## src/core/ntbcfg_defs.vh

```
// ntbcfg_defs.vh: offsets, field positions, reset values for the bridge header
// assumes inclusion by bare name from the core files
`ifndef NTBCFG_DEFS_VH
`define NTBCFG_DEFS_VH

// ----------------------------------------
// register offsets
// ----------------------------------------
`define NTBCFG_OFF_IDENT      12'h000
`define NTBCFG_OFF_COMMAND    12'h004

// ----------------------------------------
// command bit positions
// ----------------------------------------
`define NTBCFG_CMD_IO_EN      0
`define NTBCFG_CMD_MEM_EN     1
`define NTBCFG_CMD_MASTER_EN  2
`define NTBCFG_CMD_SPECIAL    3
`define NTBCFG_CMD_MWI        4
`define NTBCFG_CMD_PALETTE    5
`define NTBCFG_CMD_PERR_EN    6
`define NTBCFG_CMD_WAIT       7
`define NTBCFG_CMD_SERR_EN    8
`define NTBCFG_CMD_FB2B       9
`define NTBCFG_CMD_INT_DIS    10

// ----------------------------------------
// reset values and masks
// ----------------------------------------
`define NTBCFG_CMD_RESET      16'h0000
`define NTBCFG_CMD_WMASK_FWD  16'h0147
`define NTBCFG_CMD_WMASK_REV  16'h0567

// ----------------------------------------
// palette decode addresses, low ten bits
// ----------------------------------------
`define NTBCFG_PAL_MASK       10'h3C6
`define NTBCFG_PAL_READ_IDX   10'h3C8
`define NTBCFG_PAL_DATA       10'h3C9

`endif

```

## src/core/ntbcfg_palette_decode.v

```verilog
// ntbcfg_palette_decode.v: combinational palette write address match
// assumes the caller qualifies the match with an i/o write strobe
`timescale 1ns/100ps
`default_nettype none
`include "ntbcfg_defs.vh"

module ntbcfg_palette_decode (
    // address in
    input  wire [15:0] io_addr,
    // match out
    output wire        hit
);

    wire [9:0] low_addr;

    // upper bits ignored, isa aliases also hit
    assign low_addr = io_addr[9:0];
    assign hit      = (low_addr == `NTBCFG_PAL_MASK) ||
                      (low_addr == `NTBCFG_PAL_READ_IDX) ||
                      (low_addr == `NTBCFG_PAL_DATA);

endmodule // ntbcfg_palette_decode

`default_nettype wire

```

## src/core/ntbcfg_header.v

```verilog
// ntbcfg_header.v: identification words and command register of the bridge header
// assumes a one-cycle config strobe on mclk from the primary interface logic
`timescale 1ns/100ps
`default_nettype none
`include "ntbcfg_defs.vh"

module ntbcfg_header #(
    parameter [15:0] MAKER_CODE = 16'hA5A5, // arbitrary value
    parameter [15:0] PART_CODE  = 16'h5A5A  // arbitrary value
) (
    // clock and reset
    input  wire        mclk,
    input  wire        rst_n,
    // mode straps, pins
    input  wire        nt_mode_pin,
    input  wire        reverse_mode_pin,
    // configuration access
    input  wire        cfg_req,
    input  wire        cfg_wr,
    input  wire [11:0] cfg_addr,
    input  wire [3:0]  cfg_be,
    input  wire [31:0] cfg_wdata,
    output reg  [31:0] cfg_rdata,
    output reg         cfg_ack,
    output reg         cfg_unmapped,
    // primary side requests
    input  wire        pri_io_req,
    input  wire        pri_io_wr,
    input  wire [15:0] pri_io_addr,
    input  wire        pri_mem_req,
    output wire        pri_io_claim,
    output wire        pri_mem_claim,
    output wire        pri_palette_claim,
    // mastering
    input  wire        fwd_req,
    output wire        pri_master_grant,
    input  wire        sec_req,
    output wire        sec_claim,
    // error reporting
    input  wire        parity_err_event,
    output wire        master_parity_set,
    input  wire        fatal_err_event,
    output wire        err_msg_send,
    output wire        serr_assert,
    // legacy interrupts
    input  wire [3:0]  intx_req,
    output wire [3:0]  intx_assert,
    // command view
    output wire [15:0] command_out
);

    // ----------------------------------------
    // pin synchronisers
    // ----------------------------------------
    reg [1:0] nt_sync_reg;
    reg [1:0] rev_sync_reg;
    wire      nt_mode;
    wire      rev_mode;

    always @(posedge mclk or negedge rst_n) begin
        if (!rst_n) begin
            nt_sync_reg  <= 2'h0;
            rev_sync_reg <= 2'h0;
        end else begin
            nt_sync_reg  <= {nt_sync_reg[0], nt_mode_pin};
            rev_sync_reg <= {rev_sync_reg[0], reverse_mode_pin};
        end
    end

    assign nt_mode  = nt_sync_reg[1];
    assign rev_mode = rev_sync_reg[1];

    // ----------------------------------------
    // command register
    // ----------------------------------------
    reg  [15:0] command_reg;
    reg  [15:0] command_next;
    wire [15:0] wmask;
    wire [15:0] be_mask;
    wire        hit_ident;
    wire        hit_command;
    wire        access;

    // only the non-transparent layout is served here
    assign access      = cfg_req && nt_mode;
    localparam [11:0] OFF_IDENT   = `NTBCFG_OFF_IDENT;
    localparam [11:0] OFF_COMMAND = `NTBCFG_OFF_COMMAND;

    // word decode; byte offset bits 1:0 are covered by the byte enables
    assign hit_ident   = (cfg_addr[11:2] == OFF_IDENT[11:2]);
    assign hit_command = (cfg_addr[11:2] == OFF_COMMAND[11:2]);

    // bits 3,4,7,9,11..15 never writable; 5 and 10 only in reverse mode
    assign wmask   = rev_mode ? `NTBCFG_CMD_WMASK_REV : `NTBCFG_CMD_WMASK_FWD;
    assign be_mask = {{8{cfg_be[1]}}, {8{cfg_be[0]}}};

    always @* begin
        command_next = command_reg;
        if (access && cfg_wr && hit_command) begin
            // plain rw fields; no sticky or clear-on-one bits live here
            command_next = (command_reg & ~(wmask & be_mask)) |
                           (cfg_wdata[15:0] & wmask & be_mask);
        end
        // leaving reverse mode drops the reverse-only bits
        if (!rev_mode) begin
            command_next[`NTBCFG_CMD_PALETTE] = 1'b0;
            command_next[`NTBCFG_CMD_INT_DIS] = 1'b0;
        end
    end

    always @(posedge mclk or negedge rst_n) begin
        if (!rst_n) begin
            command_reg <= `NTBCFG_CMD_RESET;
        end else begin
            command_reg <= command_next;
        end
    end

    assign command_out = command_reg;

    // ----------------------------------------
    // read path and acknowledge
    // ----------------------------------------
    always @(posedge mclk or negedge rst_n) begin
        if (!rst_n) begin
            cfg_rdata    <= 32'h00000000;
            cfg_ack      <= 1'b0;
            cfg_unmapped <= 1'b0;
        end else begin
            cfg_ack      <= access;
            cfg_unmapped <= access && !hit_ident && !hit_command;
            if (access && !cfg_wr && hit_ident) begin
                cfg_rdata <= {PART_CODE, MAKER_CODE};
            end else if (access && !cfg_wr && hit_command) begin
                // status half belongs to another block, reads zero here
                cfg_rdata <= {16'h0000, command_reg};
            end else begin
                cfg_rdata <= 32'h00000000;
            end
        end
    end

    // ----------------------------------------
    // transaction gating
    // ----------------------------------------
    wire palette_hit;

    ntbcfg_palette_decode u_palette (
        .io_addr (pri_io_addr),
        .hit     (palette_hit)
    );

    assign pri_io_claim      = pri_io_req && command_reg[`NTBCFG_CMD_IO_EN];
    assign pri_mem_claim     = pri_mem_req && command_reg[`NTBCFG_CMD_MEM_EN];
    // snoop is a write-only claim; reads of the palette are not taken
    assign pri_palette_claim = pri_io_req && pri_io_wr && palette_hit &&
                               command_reg[`NTBCFG_CMD_PALETTE];
    assign pri_master_grant  = fwd_req && command_reg[`NTBCFG_CMD_MASTER_EN];
    assign sec_claim         = sec_req && command_reg[`NTBCFG_CMD_MASTER_EN];

    // ----------------------------------------
    // error reporting
    // ----------------------------------------
    assign master_parity_set = parity_err_event && command_reg[`NTBCFG_CMD_PERR_EN];
    assign err_msg_send      = fatal_err_event && command_reg[`NTBCFG_CMD_SERR_EN] &&
                               !rev_mode;
    assign serr_assert       = fatal_err_event && command_reg[`NTBCFG_CMD_SERR_EN] &&
                               rev_mode;

    // ----------------------------------------
    // legacy interrupt mask
    // ----------------------------------------
    genvar gi;
    generate
        for (gi = 0; gi < 4; gi = gi + 1) begin : g_intx
            assign intx_assert[gi] = intx_req[gi] && !command_reg[`NTBCFG_CMD_INT_DIS];
        end
    endgenerate

endmodule // ntbcfg_header

`default_nettype wire

```

## config.mk

```make
export PLATFORM = sky130hd
export DESIGN_NAME = ntbcfg_header
export DESIGN_NICKNAME = d
export VERILOG_FILES = /design/src/core/ntbcfg_palette_decode.v /design/src/core/ntbcfg_header.v
export VERILOG_INCLUDE_DIRS = /design/src /design/src/core
export SDC_FILE = /design/constraint.sdc
export NUM_CORES = 1
export LEC_CHECK = 0
export ABC_AREA = 1
export BUFFER_PORTS_ARGS = -buffer_cell sky130_fd_sc_hd__buf_4
export CAP_MARGIN = 20
export CELL_PAD_IN_SITES_DETAIL_PLACEMENT = 1
export CELL_PAD_IN_SITES_GLOBAL_PLACEMENT = 1
export CORE_MARGIN = 2
export CORE_UTILIZATION = 21
export DETAILED_ROUTE_END_ITERATION = 8
export GPL_TIMING_DRIVEN = 0
export MAX_ROUTING_LAYER = met4
export PLACE_DENSITY_LB_ADDON = 0.12
export SLEW_MARGIN = 10
export SYNTH_ARGS = -nofsm -noshare
export SYNTH_HDL_FRONTEND = slang
export SYNTH_HIERARCHICAL = 1
export SYNTH_SLANG_ARGS = --single-unit
```

## constraint.sdc

```tcl
create_clock -name mclk -period 1.27 [get_ports mclk]
set_input_delay 0.127 -clock mclk [delete_from_list [all_inputs] [get_ports mclk]]
set_output_delay 0.127 -clock mclk [all_outputs]
set_load 0.02 [all_outputs]
```

; ---- Yosys cells after proc, flatten, opt, wreduce, memory -nomap -nowiden
; Cells that the tools add are included.
[word_totals]
reg_bits = 54
in_bits = 81
output_inout_bits = 62
wordCells = 55
[op_classes]
eq_ne = 5
muxes = 6
bitwise_logic = 6
reduce_logical = 31
[ops]
columns = cell, n
row1 = 16-bit AND, 2
row2 = 32-bit 2-to-1 mux, 1
row3 = "10-bit == test, second input constant", 3
row4 = 1-bit logical AND, 23
row5 = 11-bit 2-to-1 mux, 2
row6 = 11-bit by 16-bit AND with 16-bit output, 1
row7 = 16-bit by 11-bit AND with 16-bit output, 1
row8 = 16-bit 2-to-1 mux, 1
row9 = 16-bit NOT, 1
row10 = 16-bit bitwise OR, 1
row11 = "10-bit by 1-bit == test with 1-bit output, second input constant", 1
row12 = 10-bit zero test, 1
row13 = 1-bit zero test, 5
row14 = 1-bit logical OR, 2
row15 = 1-bit 2-to-1 mux, 2
row16 = "2-bit by 1-bit != test with 1-bit output, second input constant", 1

; ---- Longest topological paths before layout
; Gate-level depths: netlist of run 1.
[logic_depth]
ltp_word = 7
depth_mapped = 8
mapped_depth_nobuf = 8

; ---- By module
; Netlist of run 1, hierarchy kept.
[modules_own_cells]
columns = module, n_inst, cells_each, area_each_um2, seq_area_each_um2
row1 = ntbcfg_header, 1, 149, 1198.6, 525.5
row2 = ntbcfg_palette_decode, 1, 14, 53.8, 0.0

; ---- Worst setup path after synthesis of run 1
; OpenSTA, ideal clock, no wires.
[synth_timing]
kind = register to output
startpoint = register rev_sync_reg[1]
endpoint = output port serr_assert
arrival_ns = 0.921
t_required_ns = 1.143
path_slack_ns = 0.222
stages_incl_launch_ff = 4
n_path_buf = 1
path_cell_list = dfrtp_1 clkbuf_1 inv_1 nor2_1
[synth_between]
elab_chain_len = 1
[synth_rtl]
columns = element, line_no
row1 = start: declaration, ntbcfg_header.v:56  ; reg [1:0] rev_sync_reg;
row2 = start signal: assignment, ntbcfg_header.v:66  ; rev_sync_reg <= {rev_sync_reg[0], reverse_mode_pin};
row3 = 1-bit logical AND, ntbcfg_header.v:167  ; assign serr_assert = fatal_err_event && command_reg[`NTBCFG_CMD_SERR_EN] &&
row4 = end: declaration, ntbcfg_header.v:44  ; output wire serr_assert,
; No other way between the ends.

==> results of run 1 <==
==> tightest hold or removal path, cell delays in order <==
cell and delay [ns]:
buf_4 0.08, nand2_1 0.04, nand2_1 0.04
==> placed cells by master, fill, tap and decap left out <==
cell,count
nand2_1,39
inv_1,21
dfrtp_1,18
inv_2,2
nand2_2,1
nor2_1,19
dlygate4sd3_1,3
dfrtp_2,3
a21oi_1,1
nor3b_4,1
clkbuf_8,3
nand4_1,2
o21ai_0,8
nand3_1,9
nor2_4,2
conb_1,23
clkinv_2,1
nand3_2,2
buf_4,117
==> what timing repair did <==
action,4_1_cts,5_1_grt
pin swaps,0,2
hold endpoints to repair,23,0
endpoints found under the setup margin,2,16
setup buffers,0,0
hold buffers,3,0
resized for setup,0,6
==> kinds of logic (layout without fill, tap and decap cells) <==
logic type / Yosys count / count (layout) / share of synthesized area
simple gates: 75 / 75 / 0.272
compound gates: 9 / 9 / 0.0360
buf+inv: 57 / 147 / 0.270
flops: 21 / 21 / 0.420
other cells: 1 / 23 / 0.00299
==> routing by layer <==
layer	vias up	track usage	share of wire
li1	658	-	-
met1	577	0.125	0.40
met2	61	0.198	0.49
met3	2	0.0233	0.099
met4	0	0.0508	0.0098
met5	-	-	0
==> power by group <==
part | switching (µW) | total, µW | internal [µW]
logic | 153 | 322 | 169
registers | 6.61 | 685 | 678
clock network | 235 | 453 | 219
==> worst paths after layout <==
| check | start | to | slack (ns) | cells past startpoint |
|---|---|---|---|---|
| max | cfg_rdata[28]$_DFF_PN0_ | cfg_rdata[15] | 0.1 | 2 |
| min | cfg_wdata[0] | flip-flop | 0.05 | 3 |
| max reg2reg | nt_sync_reg[1]$_DFF_PN0_ | flip-flop | 0.20 | 7 |
| min reg2reg | rev_sync_reg[0]$_DFF_PN0_ | rev_sync_reg[1]$_DFF_PN0_ | 0.36 | 0 |
| max in group asynchronous | rst_n | rev_sync_reg[1]$_DFF_PN0_ | 0.75 | 2 |
| min in group asynchronous | rst_n | nt_sync_reg[0]$_DFF_PN0_ | 0.28 | 2 |
==> per-stage QoR <==
step / utilization / std cells
after floorplan: - / 185
after global placement: 0.352 / 344
after detailed placement: 0.352 / 344
after CTS: 0.364 / 350
after global routing: 0.365 / 350
final: 0.365 / 350
==> area by class of cell <==
cell class / instances / area [µm²] / share of cell area
clock buffers: 3 / 41.3 / 0.0193
repair buffers: 87 / 661 / 0.309
flip-flops and latches: 21 / 529 / 0.248
multi-input cells: 107 / 474 / 0.222
well taps: 75 / 93.8 / 0.0439
inverters: 23 / 86.3 / 0.0404
clock inverters: 1 / 5.00 / 0.00234
plain buffers: 33 / 248 / 0.116
==> results.yml, run 1 <==
timing:
  fin_crit_sh: 0.923
  setup_viol_count_final: 0
  whs_ns: 0.0490
  rsz0062_at_grt: "no"
  clock_skew_ns: 0.00874
  slew_violations: 0
  fmax_ghz: 0.853
  setup-tns-final_ns: 0
  fin_crit_ns: 1.17
  fin_ws_ns: 0.0983
  finalHoldViolCount: 0
place:
  portBuffers: 84
  place_hpwl_mm: 3.02
  routabilityCongestion: 0.696
  placed_area_um2: 2060
  dpl_worst_slack_ns: 0.0807
global_route:
  gr-total-overflow: 0
  antenna_found_initial: 0
  grt_first_pass_wirelength_mm: 5.70
  grt_max_degree: 22
  grtUsageTotal: 0.114
  grt_pass1_vias: 1326
floorplan:
  die-area_um2: 6600
  rows: 28
  die_w_um: 81.2
  io_pins: 143
  die_h_um: 81.2
  core_um2: 5850
  start_util: 0.214
yosys:
  ys_top_cells_by_count: "40 x nand2_1, 33 x buf_4, 23 x inv_1"
  synth-seq-area-share: 0.420
  yosysMostFrequentCell: "nand2_1"
  synth_edf_count: 0
  synth_area_um2: 1250
  ys_top_cells_by_area: "dfrtp_1 42%, buf_4 20%, nand2_1 12%, inv_1 6.9%, nor2_1 5.7%"
  yosysUniqueCellTypes: 14
  synth_top_area_frac: 0.420
  synth.avg_cell_area_um2: 7.68
  yosys.area.top_type: "dfrtp_1"
  synth_cells: 163
  ys_ff_latch: 21
  ys.flop_type: "dfrtp_1"
  ys_warn_count: 6
  async_flop_share: 1.00
critical_path:
  worstPathRequired_ns: 1.14
  critPathMaxStageDelay_ns: 0.48
  crit_slowest_cell: "dfrtp_2"
  crit_fanout: 11
  crit_path_end_kind: "output pin"
  cp_cell_sequence: "buf_4, buf_4"
  worst-setup-path-type: "flip-flop to output pin"
  worst_path_most_repeated_cell: "buf_4"
  crit_buf_inv: 2
  cp_top_family: "flip-flops"
  arrival_ns: 1.04
  cp-start-kind: "flip-flop"
detailed_routing:
  dr_total_vias: 1298
  drt-pass1-iter-count: 3
  ant_nets: 0
  wire_per_inst_um: 10.2
  via_per_inst: 3.71
  drc: 0
  wl_mm: 3.58
  drtIter0Drc: 44
cells_and_area:
  diodes: 0
  fillers: 746
  layout-drive-gt1-share: 0.480
  area_growth_pct: 70.7
  fin_nets: 357
  post-route-cell-area_um2: 2140
clock_tree:
  h-tree-depth: 1
  cts_buffers: 3
  cts_buffer_depth: 2
  clock-sinks: 21
  clkTransAtPathRegs_ns: 0.09
  root_buffer: "clkbuf_8"
  cts_tree: "yes"
  insertion_delay_ns: 0.27
status:
  status: "finished clean"
worst_hold_path:
  hold_path_class: "input port to flip-flop"
power:
  leakage_uw: 0.00128
  ir_drop_v: 0.000344
  power_uw: 1460
  powerDensity_nw_per_um2: 683
job:
  maxCapViolCount: 0
Power figures use the tool's default switching activity.
==> run 2, diff against run 1 <==
- ABC_AREA: 1 -> unset
- CORE_UTILIZATION: 21 -> 22
==> results.yml, run 2 <==
status:
  status: "finished with violations"
  violations: "setup timing"
global_route:
  gr-total-overflow: 0
  grt.met2_usage: 0.182
  grt_first_pass_wirelength_mm: 5.05
  antenna_found_initial: 0
  busiest_layer: "met2"
  grt_max_degree: 22
  globalRouteMet1Util: 0.117
  grt_pass1_vias: 1088
  grtUsageTotal: 0.104
  met3_usage: 0.0368
timing:
  fin_crit_sh: 1.25
  finalHoldViolCount: 0
  rsz0062_at_grt: "yes"
  clock_skew_ns: 0.00109
  setup-tns-final_ns: -1.80
  setup_viol_count_final: 16
  fmax_ghz: 0.628
  whs_ns: 0.0971
  fin_ws_ns: -0.324
  slew_violations: 0
  fin_crit_ns: 1.59
clock_tree:
  insertion_delay_ns: 0.26
  cts_buffer_depth: 2
  clock-sinks: 21
  cts_buffers: 3
  root_buffer: "clkbuf_8"
  cts_tree: "yes"
  h-tree-depth: 1
  clkTransAtPathRegs_ns: 0.08
place:
  portBuffers: 83
  dpl_worst_slack_ns: -0.566
  placed_area_um2: 2030
  routabilityCongestion: 0.657
  place_hpwl_mm: 2.56
yosys:
  yosysMostFrequentCell: "buf_4"
  synth_cells: 113
  ys_ff_latch: 21
  synth.avg_cell_area_um2: 10.8
  synth_top_area_frac: 0.430
  ys_warn_count: 6
  synth-seq-area-share: 0.430
  synth_area_um2: 1220
  synth_edf_count: 0
  ys_top_cells_by_area: "dfrtp_1 43%, buf_4 20%, mux2_2 3.7%, a21oi_2 3.6%, and2_1 3.1%"
  ys.flop_type: "dfrtp_1"
  yosys.area.top_type: "dfrtp_1"
  ys_top_cells_by_count: "33 x buf_4, 21 x dfrtp_1, 8 x inv_1"
  async_flop_share: 1.00
  yosysUniqueCellTypes: 31
cells_and_area:
  final_common_cell: "buf_4"
  area_growth_pct: 80.3
  fin_nets: 311
  diodes: 0
  layout_common_cells: "115 x buf_4, 23 x conb_1, 20 x dfrtp_1"
  post-route-cell-area_um2: 2200
  layout-drive-gt1-share: 0.655
floorplan:
  rows: 27
  die_h_um: 78.5
  die-area_um2: 6170
  die_w_um: 78.5
  core_um2: 5440
  io_pins: 143
  start_util: 0.225
critical_path:
  crit_fanout: 1
  arrival_ns: 1.47
  worstPathRequired_ns: 1.14
  worst-setup-path-type: "input port to output pin"
  cp-start-kind: "input port"
  crit_path_end_kind: "output pin"
power:
  leakage_uw: 0.00118
  powerDensity_nw_per_um2: 657
  ir_drop_v: 0.000625
  power_uw: 1450
detailed_routing:
  wire_per_inst_um: 11.0
  drtIter0Drc: 18
  via_per_inst: 3.73
  drt-pass1-iter-count: 3
  ant_nets: 0
  wl_mm: 3.32
  drc: 0
  dr_total_vias: 1122
worst_hold_path:
  hold_path_class: "input port to flip-flop"
job:
  maxCapViolCount: 0
[run 2: changes by cell type in the layout (fill, tap and decap cells not counted), moves of 5 or more]
| cell | delta |
|---|---|
| buf_6 | +6 |
| inv_1 | -13 |
| nand3_1 | -9 |
| mux2_4 | +5 |
| a21oi_2 | +5 |
| and2_1 | +6 |
| nand2_1 | -34 |
| o21ai_0 | -8 |
| nor2_1 | -18 |
[run 2: final cells by class]
| cell class | instances | area [µm²] |
|---|---|---|
| buffer | 34 | 253 |
| clock buffer | 4 | 45.0 |
| fill | 620 | 3230 |
| inverter | 8 | 30.0 |
| multi-input combinational | 71 | 547 |
| sequential | 21 | 527 |
| tap | 72 | 90.1 |
| timing repair buffer | 91 | 713 |
[run 2: kinds of logic (layout without fill, tap and decap cells)]
| family | after synthesis | count (layout) | synth area share |
|---|---|---|---|
| flip-flops | 21 | 21 | 0.430 |
| AND/OR/NAND/NOR | 34 | 34 | 0.209 |
| other | 1 | 23 | 0.00307 |
| buffers and inverters | 43 | 137 | 0.240 |
| AO/OA/AOI/OAI | 7 | 7 | 0.0563 |
| multiplexers | 7 | 7 | 0.0624 |
[run 2: power breakdown]
part / internal [µW] / switching [µW]
combinational: 177 / 149
clock: 223 / 216
sequential: 678 / 5.42
total: 1080 / 371
[run 2: worst max-delay path: stages]
cell and delay [ns]:
buf_6 0.09, or4bb_4 0.54, a2111oi_4 0.33, and4_4 0.26, buf_6 0.11
[run 2: routing by layer]
metal  wire length, µm  share of wire
met1              1290           0.39
met4                17         0.0051
met5                 0              0
met2              1740           0.52
met3               272          0.082
[run 2: final timing paths]
kind / slack [ns] / cells past startpoint / startpoint / end
max in group asynchronous: 0.74 / 2 / rst_n / cfg_rdata[28]$_DFF_PN0_
hold / removal: 0.1 / 2 / cfg_wdata[6] / flip-flop
setup reg to reg: -0.14 / 4 / nt_sync_reg[1]$_DFF_PN0_ / flip-flop
setup / recovery: -0.32 / 5 / pri_io_addr[0] / pri_palette_claim
hold reg to reg: 0.35 / 0 / nt_sync_reg[0]$_DFF_PN0_ / nt_sync_reg[1]$_DFF_PN0_
min in group asynchronous: 0.29 / 2 / rst_n / rev_sync_reg[0]$_DFF_PN0_
[run 2: timing repair]
item                                    4_1_cts  5_1_grt
hold buffers                                  3        0
endpoints found under the hold margin        23        0
pin swaps                                     5        3
resized for setup                            12        5
setup buffers                                 3        2
cloned                                        0        0
endpoints found under the setup margin       15       26
[run 2: metrics by stage]
stage | instances | utilization
after floorplan | 135 | -
after global placement | 290 | 0.372
after detailed placement | 290 | 0.372
after CTS | 299 | 0.398
after global routing | 301 | 0.405
final | 301 | 0.405
==> run 3, diff against run 2 <==
- CORE_MARGIN: 2 -> unset
==> results.yml, run 3 (synthesis results as in run 2) <==
detailed_routing:
  via_per_inst: 3.75
  dr_total_vias: 1117
  met3_length_um: 284
  wl_met2_mm: 1.91
  ant_nets: 0
  wl_met1_mm: 1.14
  wl_mm: 3.35
  drtIter0Drc: 30
  drc: 0
  wire_per_inst_um: 11.2
  dr.max_layer_used: "met4"
  drt-pass1-iter-count: 3
critical_path:
  arrival_ns: 1.42
  cp-start-kind: "input port"
  crit_fanout: 1
  crit_path_end_kind: "output pin"
  r2r-start: "nt_sync_reg[1]$_DFF_PN0_"
  crit_path_start: "pri_io_addr[0]"
  worst-setup-path-type: "input port to output pin"
  worstPathRequired_ns: 1.14
  reg2reg_depth: 4
clock_tree:
  clock-sinks: 21
  h-tree-depth: 1
  insertion_delay_ns: 0.26
  cts_buffer_depth: 2
  clkTransAtPathRegs_ns: 0.07
  cts_tree: "yes"
  cts_buffers: 3
  root_buffer: "clkbuf_8"
power:
  p_switching_uw: 380
  netSwitchingFraction: 0.261
  p_clk_frac: 0.304
  seq_power_share: 0.470
  power_uw: 1450
  pwr-share-comb: 0.226
  p_int_uw: 1070
  leakage_uw: 0.00118
  powerDensity_nw_per_um2: 662
  ir_drop_v: 0.000556
cells_and_area:
  fillers: 625
  final_common_cell: "buf_4"
  layout-drive-gt1-share: 0.654
  post-route-cell-area_um2: 2200
  multi_input_area_um2: 541
  fin_nets: 310
  area_growth_pct: 79.6
  layout_common_cells: "112 x buf_4, 23 x conb_1, 21 x dfrtp_1"
  diodes: 0
  regArea_um2: 526
floorplan:
  rows: 26
  die_h_um: 76.5
  io_pins: 143
  start_util: 0.233
  core_um2: 5240
  die-area_um2: 5860
  die_w_um: 76.5
timing:
  fin_crit_sh: 1.22
  rsz0062_at_grt: "yes"
  setup_viol_count_final: 16
  fin_crit_ns: 1.55
  fin_ws_ns: -0.280
  fmax_ghz: 0.645
  slew_violations: 0
  finalHoldViolCount: 0
  clock_skew_ns: 0.00825
worst_hold_path:
  hold_depth: 2
  hp-start: "cfg_wdata[6]"
  hold_path_class: "input port to flip-flop"
global_route:
  gr-total-overflow: 0
  grtUsageTotal: 0.119
  grt_pass1_vias: 1195
  grt_max_degree: 22
  antenna_found_initial: 0
  grt_first_pass_wirelength_mm: 5.44
status:
  violations: "setup timing"
  status: "finished with violations"
place:
  place_hpwl_mm: 2.62
  routabilityCongestion: 0.669
  placed_area_um2: 2020
  portBuffers: 83
job:
  maxCapViolCount: 0
[run 3: cell types whose count changed in the layout (fill, tap and decap cells not counted), sizes merged]
cell / before / now
clkbuf: 5 / 4
clkinv: 0 / 1
buf: 121 / 120
[run 3: power groups by stage]
stage	Sequential, µW	Combinational [µW]	Clock, µW
2_1_floorplan	701	156	0
3_3_place_gp	697	298	0
3_5_place_dp	698	304	0
4_1_cts	684	321	461
5_1_grt	685	354	475
6_report	684	328	442
[run 3: area by class of cell]
cell class,instances,share of cell area
Timing Repair Buffer,90,0.325
Multi-Input combinational cell,71,0.246
Sequential cell,21,0.239
Buffer,34,0.115
Tap cell,70,0.0399
Clock buffer,3,0.0188
Inverter,8,0.0137
Clock inverter,1,0.00228
[run 3: worst paths after layout]
kind / to / slack [ns]
setup reg to reg: flip-flop / -0.11
hold / removal: flip-flop / 0.10
min in group asynchronous: rev_sync_reg[0]$_DFF_PN0_ / 0.27
setup / recovery: pri_palette_claim / -0.28
max in group asynchronous: async pin / 0.76
hold reg to reg: rev_sync_reg[1]$_DFF_PN0_ / 0.36
[run 3: metrics by stage]
stage / TNS, ns / util / worst slack (ns) / hold slack [ns] / instances
6_report: -1.36 / 0.419 / -0.280 / 0.100 / 298
5_1_grt: -2.24 / 0.419 / -0.303 / 0.0961 / 298
4_1_cts: -1.31 / 0.415 / -0.282 / 0.0829 / 298
3_5_place_dp: -6.22 / 0.386 / -0.590 / 0.0348 / 288
3_3_place_gp: -6.05 / 0.386 / -0.583 / 0.0290 / 288
2_1_floorplan: -2.64 / - / -0.266 / -0.169 / 135
[run 3: timing repair]
item,in CTS,in global routing
setup buffers,4,0
hold buffers,3,0
pin swaps,6,0
gates resized for setup,14,3
setup endpoints to repair,16,16
endpoints found under the hold margin,23,0
[run 3: worst max-delay path: stages]
cell and delay, ns:
buf_6 0.09, or4bb_4 0.54, a2111oi_4 0.29, and4_4 0.26, buf_6 0.11
[run 3: per-layer routing]
metal / vias up / GRT usage
met1: 503 / 0.110
met2: 64 / 0.239
li1: 548 / -
met5: - / -
met3: 2 / 0.0407
met4: 0 / 0.0115
